**config.mk**
```make
export PLATFORM = sky130hd
export DESIGN_NAME = rbk_bank
export DESIGN_NICKNAME = d
export VERILOG_FILES = /design/src/shared/rbk_pkg.sv /design/src/hdl/rbk_ram.sv /design/src/hdl/rbk_cause.sv /design/src/hdl/rbk_bank.sv
export SDC_FILE = /design/constraint.sdc
export NUM_CORES = 1
export LEC_CHECK = 0
export ABC_AREA = 1
export BUFFER_PORTS_ARGS = -buffer_cell sky130_fd_sc_hd__clkbuf_2
export CAP_MARGIN = 20
export CORE_ASPECT_RATIO = 0.5
export CORE_MARGIN = 5
export CORE_UTILIZATION = 36
export DETAILED_ROUTE_END_ITERATION = 8
export PLACE_DENSITY_LB_ADDON = 0.1
export SLEW_MARGIN = 15
export SYNTH_ARGS = -nofsm -noshare
export SYNTH_HDL_FRONTEND = slang
export SYNTH_SLANG_ARGS = --single-unit
```
**constraint.sdc**
```tcl
create_clock -name pclk -period 3.1 [get_ports pclk]
set_input_delay 0 -clock pclk [delete_from_list [all_inputs] [get_ports pclk]]
set_output_delay 0 -clock pclk [all_outputs]
set_load 0.1 [all_outputs]
```
**src/shared/rbk_pkg.sv**
```systemverilog
// register bank package: offsets, bit positions, per-register init tables
// assumes an 8-bit core whose special registers sit behind an APB slave
`default_nettype none
package rbk_pkg;

	// ----------------------------------------------------------------
	// address map
	// ----------------------------------------------------------------
	localparam int unsigned RBK_AW        = 12;  // apb address width
	localparam int unsigned RBK_SLOTS     = 22;  // control/status slots
	localparam logic [3:0]  RBK_PAGE_CORE = 4'h0; // core space page
	localparam logic [3:0]  RBK_PAGE_CTRL = 4'h1; // control space page
	localparam logic [5:0]  RBK_IDX_FIRST = 6'h03; // first core index
	localparam logic [5:0]  RBK_IDX_RAM0  = 6'h10; // first ram index
	localparam logic [5:0]  RBK_IDX_RAM1  = 6'h2F; // last ram index
	localparam logic [5:0]  RBK_IDX_CTL0  = 6'h0A; // first control index
	localparam logic [5:0]  RBK_IDX_CTL1  = 6'h0F; // last control index
	localparam logic [4:0]  RBK_CTL_SLOT0 = 5'h10; // slot of control 0x0A

	// slot numbers of registers that hardware also touches
	localparam int unsigned RBK_S_STATUS  = 3;
	localparam int unsigned RBK_S_BANK    = 4;
	localparam int unsigned RBK_S_PORTA   = 5;
	localparam int unsigned RBK_S_PORTB   = 6;
	localparam int unsigned RBK_S_PORTC   = 7;
	localparam int unsigned RBK_S_WAKE    = 10;
	localparam int unsigned RBK_S_EECTL   = 11;
	localparam int unsigned RBK_S_EEADR   = 12;
	localparam int unsigned RBK_S_EEDAT   = 13;
	localparam int unsigned RBK_S_LVCTL   = 14;
	localparam int unsigned RBK_S_FLAGS   = 15;
	localparam int unsigned RBK_S_CTLA    = 16;
	localparam int unsigned RBK_S_PDOFF   = 17;
	localparam int unsigned RBK_S_ODEN    = 18;
	localparam int unsigned RBK_S_PHOFF   = 19;
	localparam int unsigned RBK_S_WDOG    = 20;
	localparam int unsigned RBK_S_MASK    = 21;

	// ----------------------------------------------------------------
	// bit positions
	// ----------------------------------------------------------------
	localparam int unsigned RBK_B_TIMEOUT  = 4; // status timeout flag
	localparam int unsigned RBK_B_PWRDOWN  = 3; // status power-down flag
	localparam int unsigned RBK_B_LV_N     = 2; // lowvolt_status_n
	localparam int unsigned RBK_B_LV_EN    = 3; // lowvolt_enable
	localparam int unsigned RBK_B_LV_IRQ   = 7; // lowvolt_irq_flag
	localparam int unsigned RBK_B_EXT_IRQ  = 2; // ext_irq_flag
	localparam int unsigned RBK_B_PC_IRQ   = 1; // pin_change_irq_flag
	localparam int unsigned RBK_B_TMR_IRQ  = 0; // timer_irq_flag

	// ----------------------------------------------------------------
	// per-register init pattern
	// ----------------------------------------------------------------
	typedef struct packed {
		logic       impl;      // slot exists
		logic [7:0] por;       // power-on value (undefined bits as 0)
		logic [7:0] warm_keep; // bits kept on pin or watchdog reset
		logic [7:0] warm_set;  // bits forced to one on that reset
		logic [7:0] wake_keep; // bits kept on pin-change wake-up
		logic [7:0] wake_set;  // bits forced to one on wake-up
		logic [7:0] wr_mask;   // software-writable bits
	} rbk_init_t;

	localparam rbk_init_t RBK_INIT [RBK_SLOTS] = '{
		'{1'b0, 8'h00, 8'h00, 8'h00, 8'h00, 8'h00, 8'h00}, // 0 none
		'{1'b0, 8'h00, 8'h00, 8'h00, 8'h00, 8'h00, 8'h00}, // 1 none
		'{1'b0, 8'h00, 8'h00, 8'h00, 8'h00, 8'h00, 8'h00}, // 2 none
		'{1'b1, 8'h18, 8'h07, 8'h00, 8'hFF, 8'h00, 8'hE7}, // core_status
		'{1'b1, 8'h00, 8'h3F, 8'h00, 8'h3F, 8'h00, 8'hFF}, // bank_select
		'{1'b1, 8'h00, 8'hFF, 8'h00, 8'hFF, 8'h00, 8'hFF}, // port_a_data
		'{1'b1, 8'h00, 8'hFF, 8'h00, 8'hFF, 8'h00, 8'hFF}, // port_b_data
		'{1'b1, 8'h00, 8'h80, 8'h00, 8'h80, 8'h00, 8'h80}, // port_c_data
		'{1'b1, 8'hFF, 8'hFF, 8'h00, 8'hFF, 8'h00, 8'hFF}, // spare 8
		'{1'b1, 8'hFF, 8'hFF, 8'h00, 8'hFF, 8'h00, 8'hFF}, // spare 9
		'{1'b1, 8'h00, 8'h40, 8'h00, 8'h40, 8'h00, 8'h40}, // wake_control
		'{1'b1, 8'h00, 8'hF8, 8'h00, 8'hF8, 8'h00, 8'hF8}, // eeprom_control
		'{1'b1, 8'h00, 8'h7F, 8'h00, 8'h7F, 8'h00, 8'h7F}, // eeprom_address
		'{1'b1, 8'h00, 8'hFF, 8'h00, 8'hFF, 8'h00, 8'hFF}, // eeprom_data
		'{1'b1, 8'h04, 8'h00, 8'h04, 8'h0F, 8'h00, 8'h0B}, // low_voltage
		'{1'b1, 8'h00, 8'h00, 8'h00, 8'h87, 8'h00, 8'h87}, // interrupt_flags
		'{1'b1, 8'h00, 8'h00, 8'h00, 8'hFF, 8'h00, 8'hFF}, // control_a
		'{1'b1, 8'hFF, 8'h00, 8'hFF, 8'hFF, 8'h00, 8'hFF}, // pulldown_disable
		'{1'b1, 8'h00, 8'h00, 8'h00, 8'hFF, 8'h00, 8'hFF}, // open_drain
		'{1'b1, 8'hFF, 8'h00, 8'hFF, 8'hFF, 8'h00, 8'hFF}, // pullhigh_disable
		'{1'b1, 8'h8F, 8'h00, 8'h8F, 8'h5F, 8'h80, 8'hDF}, // watchdog_prescale
		'{1'b1, 8'h00, 8'h00, 8'h00, 8'h07, 8'h00, 8'h07}  // interrupt_mask
	};

	// reset-cause event handed from the cause decoder to the bank
	typedef struct packed {
		logic apply_warm; // pin or watchdog reset pattern
		logic apply_wake; // pin-change wake-up pattern
		logic t_keep;     // keep timeout flag
		logic t_val;      // timeout flag value otherwise
		logic p_keep;     // keep power-down flag
		logic p_val;      // power-down flag value otherwise
	} rbk_event_t;

	// register contents seen by the rest of the core
	typedef struct packed {
		logic [7:0] core_status;
		logic [7:0] bank_select;
		logic [7:0] port_a_data;
		logic [7:0] port_b_data;
		logic [7:0] port_c_data;
		logic [7:0] wake_control;
		logic [7:0] eeprom_control;
		logic [7:0] eeprom_address;
		logic [7:0] eeprom_data;
		logic [7:0] low_voltage_control;
		logic [7:0] interrupt_flags;
		logic [7:0] control_a;
		logic [7:0] pulldown_disable;
		logic [7:0] open_drain_enable;
		logic [7:0] pullhigh_disable;
		logic [7:0] watchdog_prescale_control;
		logic [7:0] interrupt_mask;
	} rbk_regs_t;

endpackage
`default_nettype wire

```
**src/hdl/rbk_ram.sv**
```systemverilog
// general-purpose ram: 32 bytes, registered read, no reset
// assumes one write or one read per cycle from the bus slave
`default_nettype none
module rbk_ram (
	input  wire logic       pclk,    // core clock
	input  wire logic       we,      // write strobe
	input  wire logic       re,      // read strobe
	input  wire logic [4:0] addr,    // byte index
	input  wire logic [7:0] wdata,   // write byte
	output var  logic [7:0] rdata    // read byte, one cycle after re
);
	// ----------------------------------------------------------------
	// storage
	// ----------------------------------------------------------------
	logic [7:0] mem [32]; // no reset: contents survive every warm reset

	// write and registered read
	always_ff @(posedge pclk) begin
		if (we) begin
			mem[addr] <= wdata;
		end
		if (re) begin
			rdata <= mem[addr];
		end
	end
endmodule // rbk_ram
`default_nettype wire

```
**src/hdl/rbk_cause.sv**
```systemverilog
// reset-cause decoder: turns pin reset, watchdog and wake events into
// one registered pattern-select event with timeout/power-down values
// assumes wdt_timeout, pin_wake and in_sleep come from pclk logic
`default_nettype none
module rbk_cause
	import rbk_pkg::*;
(
	input  wire logic       pclk,        // core clock
	input  wire logic       presetn,     // power-on reset, active low
	input  wire logic       ext_reset_n, // reset pin, asynchronous
	input  wire logic       wdt_timeout, // watchdog timeout pulse
	input  wire logic       pin_wake,    // pin-change wake pulse
	input  wire logic       in_sleep,    // core is sleeping
	output var  rbk_event_t evt          // one-cycle cause event
);
	// ----------------------------------------------------------------
	// pin synchroniser and edge
	// ----------------------------------------------------------------
	logic pin_s1;     // first stage, read only by pin_s2
	logic pin_s2;     // synchronised pin level
	logic pin_prev;   // last synced level
	logic slept;      // core was asleep when the pin fell
	rbk_event_t next_evt;
	wire  pin_fall = pin_prev & ~pin_s2;
	wire  pin_rise = ~pin_prev & pin_s2;

	// decode: release of the pin first, then watchdog, then wake
	always_comb begin
		next_evt = '0;
		if (pin_rise) begin
			next_evt.apply_warm = 1'b1;
			next_evt.t_keep     = ~slept;
			next_evt.p_keep     = ~slept;
			next_evt.t_val      = 1'b1;
			next_evt.p_val      = 1'b0;
		end else if (wdt_timeout && pin_s2) begin
			next_evt.apply_warm = 1'b1;
			next_evt.t_val      = 1'b0;
			next_evt.p_keep     = ~in_sleep;
			next_evt.p_val      = 1'b0;
		end else if (pin_wake && pin_s2) begin
			next_evt.apply_wake = 1'b1;
			next_evt.t_val      = 1'b1;
			next_evt.p_val      = 1'b0;
		end
	end

	// registers
	always_ff @(posedge pclk or negedge presetn) begin
		if (!presetn) begin
			pin_s1   <= 1'b1;
			pin_s2   <= 1'b1;
			pin_prev <= 1'b1;
			slept    <= 1'b0;
			evt      <= '0;
		end else begin
			pin_s1   <= ext_reset_n;
			pin_s2   <= pin_s1;
			pin_prev <= pin_s2;
			slept    <= pin_fall ? in_sleep : slept;
			evt      <= next_evt;
		end
	end
endmodule // rbk_cause
`default_nettype wire

```
**src/hdl/rbk_bank.sv**
```systemverilog
// reset-aware special register bank of an 8-bit core, apb slave
// assumes apb3/apb4 master on pclk; reset pin arrives asynchronously
`default_nettype none
module rbk_bank
	import rbk_pkg::*;
(
	input  wire logic                 pclk,        // core clock
	input  wire logic                 presetn,     // power-on reset
	input  wire logic                 psel,        // apb select
	input  wire logic                 penable,     // apb access phase
	input  wire logic                 pwrite,      // apb direction
	input  wire logic [RBK_AW-1:0]    paddr,       // apb byte address
	input  wire logic [31:0]          pwdata,      // apb write data
	input  wire logic [3:0]           pstrb,       // apb byte strobes
	output var  logic                 pready,      // apb ready
	output var  logic                 pslverr,     // apb error
	output var  logic [31:0]          prdata,      // apb read data
	input  wire logic                 ext_reset_n, // reset pin
	input  wire logic                 wdt_timeout, // watchdog timeout
	input  wire logic                 pin_wake,    // pin-change wake
	input  wire logic                 in_sleep,    // core sleeping
	input  wire logic                 ext_irq_evt, // external irq event
	input  wire logic                 pc_irq_evt,  // pin-change event
	input  wire logic                 tmr_irq_evt, // timer overflow
	input  wire logic                 lv_below,    // supply below level
	output var  rbk_pkg::rbk_regs_t   regs         // register contents
);
	import rbk_pkg::*;

	// ----------------------------------------------------------------
	// address decode
	// ----------------------------------------------------------------
	// slot lookup: bit 5 says hit, bits 4..0 say which slot
	function automatic logic [5:0] slot_of(input logic [RBK_AW-1:0] a);
		logic [5:0] idx;
		logic [3:0] page;
		idx  = a[7:2];
		page = a[11:8];
		if (a[1:0] != 2'b00) begin
			slot_of = 6'h00;
		end else if (page == RBK_PAGE_CORE && idx >= RBK_IDX_FIRST &&
			idx < RBK_IDX_RAM0) begin
			slot_of = {1'b1, idx[4:0]};
		end else if (page == RBK_PAGE_CTRL && idx >= RBK_IDX_CTL0 &&
			idx <= RBK_IDX_CTL1) begin
			slot_of = {1'b1, RBK_CTL_SLOT0 + 5'(idx - RBK_IDX_CTL0)};
		end else begin
			slot_of = 6'h00;
		end
	endfunction

	// keep-and-force pattern: the heart of the warm and wake-up resets
	function automatic logic [7:0] pattern(input logic [7:0] q,
		input logic [7:0] keep, input logic [7:0] set);
		pattern = (q & keep) | set;
	endfunction

	wire  [5:0] slot_hit = slot_of(paddr);        // register decode
	wire        reg_hit  = slot_hit[5];           // a register slot
	wire  [4:0] slot     = slot_hit[4:0];         // which slot
	wire        ram_hit  = paddr[11:8] == RBK_PAGE_CORE &&
		paddr[1:0] == 2'b00 && paddr[7:2] >= RBK_IDX_RAM0 &&
		paddr[7:2] <= RBK_IDX_RAM1;               // general ram
	wire  [4:0] ram_addr = {paddr[7], paddr[5:2]}; // ram index
	wire        any_hit  = reg_hit | ram_hit;     // mapped at all
	wire        setup    = psel & ~penable;       // apb setup cycle
	wire        access   = psel & penable;        // apb access cycle
	wire        wr_go    = access & pwrite & pstrb[0]; // byte 0 lane
	wire        reg_wr   = wr_go & reg_hit;       // register write
	wire        ram_wr   = wr_go & ram_hit;       // ram write
	wire        ram_rd   = setup & ~pwrite & ram_hit; // ram read

	// ----------------------------------------------------------------
	// state
	// ----------------------------------------------------------------
	logic [7:0] q [RBK_SLOTS];       // register slots
	logic [7:0] next_q [RBK_SLOTS];  // next slot values
	logic [7:0] rd_q;                // latched register read byte
	logic       ram_sel;             // current read targets ram
	logic [7:0] ram_q;               // ram read byte
	logic       lv_s1;               // supply sync, first stage
	logic       lv_s2;               // supply sync, second stage
	rbk_event_t evt;                 // decoded reset cause
	logic [7:0] irq_set;             // hardware flag sets
	logic [7:0] rd_mux;              // register read selection

	// ----------------------------------------------------------------
	// reset cause and memory
	// ----------------------------------------------------------------
	// cause decoder hands one event per reset kind
	rbk_cause u_cause (
		.pclk        (pclk),
		.presetn     (presetn),
		.ext_reset_n (ext_reset_n),
		.wdt_timeout (wdt_timeout),
		.pin_wake    (pin_wake),
		.in_sleep    (in_sleep),
		.evt         (evt)
	);

	// ram has no reset: undefined at power-on, kept otherwise
	rbk_ram u_ram (
		.pclk  (pclk),
		.we    (ram_wr),
		.re    (ram_rd),
		.addr  (ram_addr),
		.wdata (pwdata[7:0]),
		.rdata (ram_q)
	);

	// ----------------------------------------------------------------
	// hardware flag sources
	// ----------------------------------------------------------------
	// flags are set whatever the mask says; set wins over a clear
	always_comb begin
		irq_set                = 8'h00;
		irq_set[RBK_B_LV_IRQ]  = lv_s2 & q[RBK_S_LVCTL][RBK_B_LV_EN];
		irq_set[RBK_B_EXT_IRQ] = ext_irq_evt;
		irq_set[RBK_B_PC_IRQ]  = pc_irq_evt;
		irq_set[RBK_B_TMR_IRQ] = tmr_irq_evt;
	end

	// ----------------------------------------------------------------
	// next values
	// ----------------------------------------------------------------
	// reset pattern beats a software write in the same cycle, since
	// the core is being reset and its last store must not survive
	always_comb begin
		for (int i = 0; i < RBK_SLOTS; i++) begin
			next_q[i] = q[i];
			if (!RBK_INIT[i].impl) begin
				next_q[i] = 8'h00;
			end else if (evt.apply_warm) begin
				// warm patterns cover rules 1,3..18 by table
				next_q[i] = pattern(q[i], RBK_INIT[i].warm_keep,
					RBK_INIT[i].warm_set);
			end else if (evt.apply_wake) begin
				next_q[i] = pattern(q[i], RBK_INIT[i].wake_keep,
					RBK_INIT[i].wake_set);
			end else if (reg_wr && slot == 5'(i)) begin
				next_q[i] = (q[i] & ~RBK_INIT[i].wr_mask) |
					(pwdata[7:0] & RBK_INIT[i].wr_mask);
			end
		end
		// timeout and power-down follow the reset source
		if (evt.apply_warm || evt.apply_wake) begin
			next_q[RBK_S_STATUS][RBK_B_TIMEOUT] = evt.t_keep ?
				q[RBK_S_STATUS][RBK_B_TIMEOUT] : evt.t_val;
			next_q[RBK_S_STATUS][RBK_B_PWRDOWN] = evt.p_keep ?
				q[RBK_S_STATUS][RBK_B_PWRDOWN] : evt.p_val;
		end else begin
			// inverted detect status tracks the supply outside resets
			next_q[RBK_S_LVCTL][RBK_B_LV_N] = ~lv_s2;
		end
		// pin/watchdog reset clears the flags; events still land
		next_q[RBK_S_FLAGS] = next_q[RBK_S_FLAGS] | irq_set;
	end

	// ----------------------------------------------------------------
	// slot registers
	// ----------------------------------------------------------------
	// power-on loads each slot's table value; undefined bits read 0
	always_ff @(posedge pclk or negedge presetn) begin
		if (!presetn) begin
			for (int i = 0; i < RBK_SLOTS; i++) begin
				q[i] <= RBK_INIT[i].por;
			end
		end else begin
			for (int i = 0; i < RBK_SLOTS; i++) begin
				q[i] <= next_q[i];
			end
		end
	end

	// ----------------------------------------------------------------
	// supply level synchroniser
	// ----------------------------------------------------------------
	// detector output is asynchronous to pclk
	always_ff @(posedge pclk or negedge presetn) begin
		if (!presetn) begin
			lv_s1 <= 1'b0;
			lv_s2 <= 1'b0;
		end else begin
			lv_s1 <= lv_below;
			lv_s2 <= lv_s1;
		end
	end

	// ----------------------------------------------------------------
	// apb read path
	// ----------------------------------------------------------------
	// unmapped or ram addresses give zero here
	assign rd_mux = reg_hit ? q[slot] : 8'h00;

	// read byte captured at setup so prdata comes from a flop
	always_ff @(posedge pclk or negedge presetn) begin
		if (!presetn) begin
			rd_q    <= 8'h00;
			ram_sel <= 1'b0;
		end else if (setup) begin
			rd_q    <= rd_mux;
			ram_sel <= ram_hit & ~pwrite;
		end
	end

	// no wait states: ram read completes during the setup cycle
	assign pready  = 1'b1;
	assign pslverr = access & ~any_hit;
	assign prdata  = {24'h000000, ram_sel ? ram_q : rd_q};

	// ----------------------------------------------------------------
	// register outputs
	// ----------------------------------------------------------------
	// page bits, flags and timeout bits come from the status slot
	assign regs.core_status    = q[RBK_S_STATUS];
	assign regs.bank_select    = q[RBK_S_BANK];
	assign regs.port_a_data    = q[RBK_S_PORTA];
	assign regs.port_b_data    = q[RBK_S_PORTB];
	assign regs.port_c_data    = q[RBK_S_PORTC];
	assign regs.wake_control   = q[RBK_S_WAKE];
	assign regs.eeprom_control = q[RBK_S_EECTL];
	assign regs.eeprom_address = q[RBK_S_EEADR];
	assign regs.eeprom_data    = q[RBK_S_EEDAT];
	assign regs.low_voltage_control = q[RBK_S_LVCTL];
	assign regs.interrupt_flags     = q[RBK_S_FLAGS];
	assign regs.control_a           = q[RBK_S_CTLA];
	assign regs.pulldown_disable    = q[RBK_S_PDOFF];
	assign regs.open_drain_enable   = q[RBK_S_ODEN];
	assign regs.pullhigh_disable    = q[RBK_S_PHOFF];
	// watchdog enable forced via set masks on warm and wake resets, via por at power-on
	assign regs.watchdog_prescale_control = q[RBK_S_WDOG];
	assign regs.interrupt_mask      = q[RBK_S_MASK];

endmodule // rbk_bank
`default_nettype wire

```
# == Word-level counts from Yosys, hierarchy flattened ==
# Memories as Yosys holds them, arrays and structs flattened. A register that Yosys moved wholly into a read port is not among the register bits.
# Index checks and enable logic that the tools add are counted.
# classes
n_addsub,2
n_lt_le_gt_ge,7
eq_ne,26
mux,64
bitwise_logic,35
n_reduce_logical,71
# op_table
cell,n
$mux W8,40
$bmux W8 S5,1
$eq A5 B4 Y1 const B,8
$reduce_and A3 Y1,13
$eq A5 B5 Y1 const B,6
$logic_and A1 B1 Y1,28
$reduce_bool A3 Y1,9
$mux W7,3
$eq A5 B3 Y1 const B,4
$mux W6,3
$reduce_and A2 Y1,9
$reduce_bool A2 Y1,9
$or A7 B8 Y8,2
$or A8 B7 Y8,2
$and A1 B1 Y1,13
$mux W1,12
$mux W3,4
$not A1 Y1,10
$ne A3 B2 Y1 const B,3
$or A3 B8 Y8,1
$or A5 B8 Y8,1
$or A6 B8 Y8,1
$or A8 B3 Y8,1
$or A8 B4 Y8,1
20 further kinds,21
# totals
ff_bits,173
mem_bits_rw,256
inputBits,61
elab_cells,251
memories,1
# mem_list
memory,words,word_bits,read_ports,rd_clocked_by_memory_dff,write_ports,line,source
u_ram.mem,32,8,1,1,1,rbk_ram.sv:15,logic [7:0] mem [32];

# == Depth between registers and ports, before layout ==
# Gate-level depths: netlist (run 1).
# logic_depth
ltp_word,12
depth_mapped,18
depth_no_buf,17

# == Cells and area by module ==
# A second synthesis (run 1) with hierarchy kept.
# unflattened
cells_unflattened,2229
area_unflattened_um2,19987.9
# by_module_without_submodules
module,n_inst,cells_each,area_per_inst_um2,seq_area_each_um2
rbk_ram,1,1063,11068.1,7927.6
rbk_bank,1,1136,8602.0,3328.2
rbk_cause,1,30,317.8,229.0

# == Worst setup path after synthesis (run 1) ==
# OpenSTA, ideal clock, no wires.
# synth_timing
path_kind,in2out
start,input port paddr[4]
end,output port pslverr
arrival_time_ns,2.006
setup_slack_ns,1.094
stages,8
n_path_buf,1
path_cell_list,buf_4 > o21ai_1 > nor2_1 > nand2_2 > nand2_2 > nand2_4 > nand3_1 > nor2_1
# synth_via
elab_chain_cells,9
# synth_lines
item,line,source
"start, declared",rbk_bank.sv:12,"input wire logic [RBK_AW-1:0] paddr,"
$ge A6 B4 Y1,rbk_bank.sv:44,end else if (page == RBK_PAGE_CTRL && idx >= RBK_IDX_CTL0 &&
$logic_and A1 B1 Y1 (2 in a row),rbk_bank.sv:44,
$mux W6,rbk_bank.sv:44,
$mux W6,rbk_bank.sv:41,end else if (page == RBK_PAGE_CORE && idx >= RBK_IDX_FIRST &&
$mux W6,rbk_bank.sv:39,if (a[1:0] != 2'b00) begin
$or A1 B1 Y1 (*),rbk_bank.sv:65,wire any_hit = reg_hit | ram_hit;
$not A1 Y1 (*),rbk_bank.sv:208,assign pslverr = access & ~any_hit;
$and A1 B1 Y1 (*),rbk_bank.sv:208,
"end, declared",rbk_bank.sv:16,"output var logic pslverr,"
# Every way passes the cells marked *; elsewhere a longest branch is shown, timed or not.

# == Worst setup path after layout (run 1) ==
# layout_timing
start,input port pwrite
end,"register q, in the netlist regs[68]"
# layout_via
elab_chain_cells,5
# layout_lines
item,line,source
"start, declared",rbk_bank.sv:11,"input wire logic pwrite,"
$and A1 B1 Y1 (2 in a row),rbk_bank.sv:68,wire wr_go = access & pwrite & pstrb[0];
$and A1 B1 Y1,rbk_bank.sv:69,wire reg_wr = wr_go & reg_hit;
$logic_and A1 B1 Y1,rbk_bank.sv:140,end else if (reg_wr && slot == 5'(i)) begin
$reduce_and A3 Y1 (no source line),-,
"end signal, assigned by index",rbk_bank.sv:166,q[i] <= RBK_INIT[i].por;
"end signal, assigned by index",rbk_bank.sv:170,q[i] <= next_q[i];
"end, declared",rbk_bank.sv:76,logic [7:0] q [RBK_SLOTS];
# Every way passes these cells.
# A chain may end at the register's enable or synchronous reset.

==> impl_metrics.csv, run 1 <==
group,metric,value,unit
hold_path,hold_class,"in -> reg",
drt,initialDrtViolationCount,1014,
logic_synthesis,synth_area_leaders,"edfxtp_1 (43%), dfrtp_1 (13%), buf_4 (6.7%), nand2_1 (6.6%), dfstp_2 (6.1%)",
cells_and_area,nNetsFinal,1859,
logic_synthesis,async_flop_share,0.347,
power,max-vdd-ir-drop,0.000321,V
logic_synthesis,yosys_warnings,0,
cells_and_area,synthToLayoutAreaGrowth,11.4,%
clock_tree,post-cts-setup-buffers,0,
sta,tns,0,ns
drt,vias,12500,
logic_synthesis,ys_ff_latch,404,
sta,clock.fmax,516,MHz
worst_setup_path,cpMaxStageDelayCell,"dlygate4sd3_1",
sta,final-setup-viol-count,0,
global_routing,grt.total_usage,0.191,
global_routing,grt_max_degree,91,
run_status,status,"finished, final reports clean",
drt,drt-vias-per-instance,4.98,
sta,hold_viol,0,
global_routing,antenna_found_initial,0,
logic_synthesis,postSynthAreaPerCell,10.9,um^2
logic_synthesis,synth_top_cell_by_area,"edfxtp_1",
clock_tree,htree_num_levels,2,
worst_setup_path,crit_type,"in -> reg",
sta,slew_viol_final,0,
clock_tree,clk_pin_slew_worst_paths,0.06,ns
drt,ant_nets,0,
placed_design,gp_congestion,0.877,
drt,wirelength,55600,um
cells_and_area,antenna_cells,0,
cells_and_area,nFillCells,4914,
placed_design,numPortBuffers,146,
die,chipHeight,171,um
sta,final.period_utilization,0.625,
logic_synthesis,synthTopCellsByCount,"nand2_1 (329), edfxtp_1 (264), buf_4 (165)",
worst_setup_path,path_max_fanout,16,
sta,worst_pin_slew,0.860,ns
global_routing,grt_pass1_vias,12500,
worst_setup_path,path_delay_family,"simple AND/OR/NAND/NOR gates",
clock_tree,cts-resized-gates,0,
logic_synthesis,synth_cells,1700,
clock_tree,clock-sinks,404,
die,io-pin-count,231,
logic_synthesis,synth_ff_type,"edfxtp_1",
drt,wl_per_cell,22.1,um
worst_setup_path,crit_path_end_kind,"flop",
cells_and_area,ff_latch_area,11500,um^2
clock_tree,numCtsBuffers,39,
sta,fin_crit,1.94,ns
worst_setup_path,worst-path-buf-inv,3,
logic_synthesis,synth_seq_area_share,0.618,
clock_tree,clk_latency,0.55,ns
global_routing,grt_overflow,0,
sta,rsz0062_at_grt,"false",
clock_tree,clock_path_buffers,3,
sta,skew,0.0212,ns
die,row_count,58,
global_routing,grt_pass1_wl,81800,um
die,core,50700,um^2
die,die_w,331,um
clock_tree,cts_tree,"yes",
die,die-area,56600,um^2
logic_synthesis,synth_cell_types,51,
logic_synthesis,synth_edf_count,264,
flow_run,drv_cap,0,
worst_setup_path,critPathMaxStageDelay,0.53,ns
worst_setup_path,startpoint_type,"primary input",
drt,route.detailed.drc,0,
power,power,12000,uW
drt,drtPass1Iterations,5,
logic_synthesis,post-synth-top-count-cell,"nand2_1",
clock_tree,clockRootBuffer,"clkbuf_16",
sta,relSlewSlack,0.427,
power,p_per_area,578,nW/um^2
die,initial_utilization,0.367,
worst_setup_path,crit_chain,"dlygate4sd3_1 -> clkbuf_2 -> nand4_1 -> inv_1 -> nand3_1 -> nor2_1 -> and3_4 -> nand3_2 -> nand2_1 -> o21ai_1",
logic_synthesis,synth_top_area_frac,0.426,
worst_setup_path,worstPathArrival,2.34,ns
worst_setup_path,required,3.50,ns
logic_synthesis,netlist_area,18600,um^2
cells_and_area,multi_input_area,5270,um^2
power,p_leak,0.00819,uW
cells_and_area,drive_above_1_share,0.214,
placed_design,hpwlAfterDp,37800,um
## placed cells by master, fill, tap and decap left out, types with 16 or more instances in the layout
master	instances
nand3_1	48
dfstp_2	43
a21oi_1	55
nand2_1	329
inv_1	105
a21boi_0	22
nor2_1	108
edfxtp_1	264
nand4_1	16
a22oi_1	129
buf_4	64
conb_1	57
dfrtp_1	97
clkbuf_2	145
clkbuf_16	39
o21ai_1	38
o21ai_0	95
## flip-flops by register name, summed over array words and instances, names as in the netlist, 5 cells and up
signal       cells
rd_q             8
regs           104
u_cause.evt      5
q               16
u_ram.rdata      8
u_ram.mem      256
## worst min-delay path: cells and delay by family
family	cells	cell delay [ns]
buffers and inverters	2	0.29
AND/OR/NAND/NOR	3	0.23
## path summary, 6_finish.rpt
check                                     from  slack (ns)  depth (start not counted)         to
worst max-delay path                    pwrite        1.16                         10   regs[68]
worst min-delay path                   penable        0.02                          5    rd_q[4]
worst max register to register  u_cause.evt[4]        1.23                          6  regs[107]
worst min register to register           lv_s1        0.36                          0      lv_s2
max in group asynchronous              presetn        2.02                          3     q[109]
min in group asynchronous              presetn        0.13                          2   regs[41]
## area by class of cell
cell class / count / share of cell area
clock inverters: 12 / 0.00387
well taps: 690 / 0.0417
repair buffers: 230 / 0.0718
clock buffers: 52 / 0.0519
multi-input cells: 1003 / 0.255
flip-flops and latches: 404 / 0.554
inverters: 119 / 0.0218
## power breakdown
group / switching, uW / internal, uW / leakage (uW)
Clock: 2060 / 2440 / 0.000565
Sequential: 74.1 / 5860 / 0.00413
Combinational: 1320 / 230 / 0.00349
Total: 3450 / 8520 / 0.00819
## cell families after synthesis
logic type	Yosys count	share of synthesized area
AND/OR/NAND/NOR	575	0.143
buffers and inverters	348	0.110
multiplexers	9	0.00545
adder cells (fa/ha/maj)	1	0.000673
AO/OA/AOI/OAI	361	0.122
flip-flops	404	0.618
other	2	0.000404
## layer usage
layer / share of wire / GRT usage / up-vias
li1: - / - / 5868
met1: 0.44 / 0.252 / 6194
met2: 0.49 / 0.332 / 366
met3: 0.059 / 0.0369 / 64
met4: 0.019 / 0.0419 / 0
met5: 0 / 0 / -
## repair_timing
| action | CTS | global route |
|---|---|---|
| hold buffers | 13 | 0 |
| endpoints found under the setup margin | 0 | 0 |
| hold endpoints to repair | 111 | 0 |
## stage by stage
step / util / setup WS, ns / instance area [um^2] / instances / hold slack (ns)
2_1_floorplan: - / 1.09 / 18800 / 1755 / -0.296
3_3_place_gp: 0.384 / 0.652 / 19400 / 2433 / 0.0940
3_5_place_dp: 0.384 / 0.599 / 19400 / 2433 / 0.0889
4_1_cts: 0.409 / 1.18 / 20700 / 2510 / 0.00329
5_1_grt: 0.409 / 0.983 / 20700 / 2510 / 0.0459
6_report: 0.409 / 1.16 / 20700 / 2510 / 0.0168
No activity file was read; power rests on OpenSTA's default activity.
==> inputs of run 2 (changes only) <==
==> constraint.sdc (replaced) <==
create_clock -name pclk -period 1.61 [get_ports pclk]
set_input_delay 0 -clock pclk [delete_from_list [all_inputs] [get_ports pclk]]
set_output_delay 0 -clock pclk [all_outputs]
set_load 0.1 [all_outputs]
==> impl_metrics.csv, run 2 (synthesized netlist as in run 1, its figures left out) <==
group,metric,value,unit
run_status,status,"complete, but fails checks",
run_status,violations,"negative setup slack",
die,die-area,56600,um^2
sta,final-setup-viol-count,8,
global_routing,grt_pass1_wl,87900,um
clock_tree,clk_latency,0.56,ns
sta,layout_setup_ws,-0.0387,ns
clock_tree,htree_num_levels,2,
die,chipHeight,171,um
sta,rsz0062_at_grt,"true",
hold_path,hold_class,"in -> reg",
global_routing,grt_overflow,0,
sta,skew,0.0204,ns
cells_and_area,largest_reg_flops,256,
drt,initialDrtViolationCount,1081,
power,p_per_area,1060,nW/um^2
clock_tree,clockRootBuffer,"clkbuf_16",
worst_setup_path,required,1.61,ns
global_routing,grt_max_degree,48,
drt,drtPass1Iterations,5,
drt,drt-vias-per-instance,5.00,
sta,hold_viol,0,
sta,slew_viol_final,0,
clock_tree,numCtsBuffers,40,
sta,relSlewSlack,0.519,
drt,ant_nets,0,
global_routing,antenna_found_initial,1,
drt,wirelength,58500,um
drt,wl_per_cell,21.8,um
sta,fin_crit,1.65,ns
sta,worst_pin_slew,0.721,ns
worst_setup_path,worstPathArrival,1.65,ns
worst_setup_path,crit_type,"reg -> out",
cells_and_area,layout_commonest_cell,"nand2_1",
drt,wl_met3,3250,um
clock_tree,clk_pin_slew_worst_paths,0.07,ns
drt,route.detailed.drc,0,
power,p_leak,0.00926,uW
worst_setup_path,path_max_fanout,5,
die,core,50700,um^2
global_routing,grt.total_usage,0.203,
placed_design,numPortBuffers,146,
cells_and_area,mostFrequentLayoutCells,"nand2_1 (327), edfxtp_1 (264), buf_4 (205)",
clock_tree,cts_tree,"yes",
global_routing,grt_pass1_vias,13700,
placed_design,gp_congestion,0.886,
cells_and_area,drive_above_1_share,0.300,
drt,met2_length,27700,um
drt,met1Wirelength,26300,um
sta,clock.fmax,607,MHz
drt,top_layer_used,"met4",
flow_run,drv_cap,0,
cells_and_area,synthToLayoutAreaGrowth,22.8,%
clock_tree,clock-sinks,404,
die,row_count,58,
sta,final.period_utilization,1.02,
cells_and_area,nNetsFinal,2026,
placed_design,hpwlAfterDp,43200,um
clock_tree,clock_path_buffers,3,
drt,vias,13400,
die,die_w,331,um
die,io-pin-count,231,
worst_setup_path,startpoint_type,"flop",
worst_setup_path,crit_path_end_kind,"output pin",
cells_and_area,top_register,"u_ram.mem",
die,initial_utilization,0.367,
sta,hold_slack,0.0392,ns
sta,tns,-0.174,ns
power,max-vdd-ir-drop,0.000568,V
-- run 2: changes by cell type in the layout (fill, tap and decap cells not counted), moves of 7 or more --
cell	delta
a21boi_1	+11
a21oi_1	-11
a22oi_1	-7
a21boi_0	-11
o21ai_0	-26
buf_4	+141
o21ai_1	+26
clkbuf_4	+10
clkbuf_2	-21
a22oi_2	+7
clkbuf_16	+10
a21oi_2	+11
buf_12	+20
-- run 2: final timing paths --
check	to	from	depth (start not counted)	slack, ns
hold reg to reg	u_cause.pin_s2	u_cause.pin_s1	0	0.36
min in group asynchronous	rd_q[0]	presetn	3	0.51
hold / removal	u_ram.rdata[0]	pwrite	4	0.04
max in group asynchronous	regs[36]	presetn	4	0.42
setup / recovery	prdata[4]	ram_sel	3	-0.04
setup reg to reg	u_ram.rdata[7]	u_ram.mem[27][7]	6	0.06
-- run 2: power by group --
part           total, uW  switching, uW  internal [uW]
sequential         11400            153          11300
combinational       3340           2630            717
clock               9330           4080           5250
-- run 2: stage by stage --
stage | util | std cells | worst slack, ns | total power [uW] | area (um^2)
2_1_floorplan | - | 1755 | -0.165 | 14000 | 18900
3_3_place_gp | 0.414 | 2592 | -0.633 | 14900 | 21000
3_5_place_dp | 0.414 | 2592 | -0.607 | 14900 | 21000
4_1_cts | 0.448 | 2682 | -0.0651 | 24300 | 22700
5_1_grt | 0.451 | 2684 | -0.0717 | 24900 | 22800
6_report | 0.451 | 2685 | -0.0387 | 24100 | 22800
-- run 2: repair_timing --
| action | 4_1_cts | 5_1_grt |
|---|---|---|
| setup endpoints to repair | 34 | 176 |
| pin swaps | 3 | 6 |
| hold buffers | 16 | 0 |
| resized for setup | 50 | 43 |
| setup buffers | 2 | 3 |
| hold endpoints to repair | 148 | 0 |
-- run 2: layout make-up --
type / instances / area [um^2]
multi-input combinational: 1003 / 5530
timing repair buffer: 396 / 3190
antenna: 1 / 2.50
clock inverter: 19 / 205
tap: 690 / 863
sequential: 404 / 11500
inverter: 119 / 468
fill: 4749 / 27800
clock buffer: 53 / 1080
-- run 2: critical path, stage by stage (launching register included) --
cell and delay, ns:
dfrtp_2 0.38, buf_6 0.12, mux2_2 0.38, clkbuf_16 0.21
-- run 2: metal layers --
| layer | GRT usage | vias up |
|---|---|---|
| li1 | - | 6222 |
| met1 | 0.279 | 6689 |
| met2 | 0.342 | 420 |
| met3 | 0.0335 | 84 |
| met4 | 0.0449 | 0 |
| met5 | 0 | - |
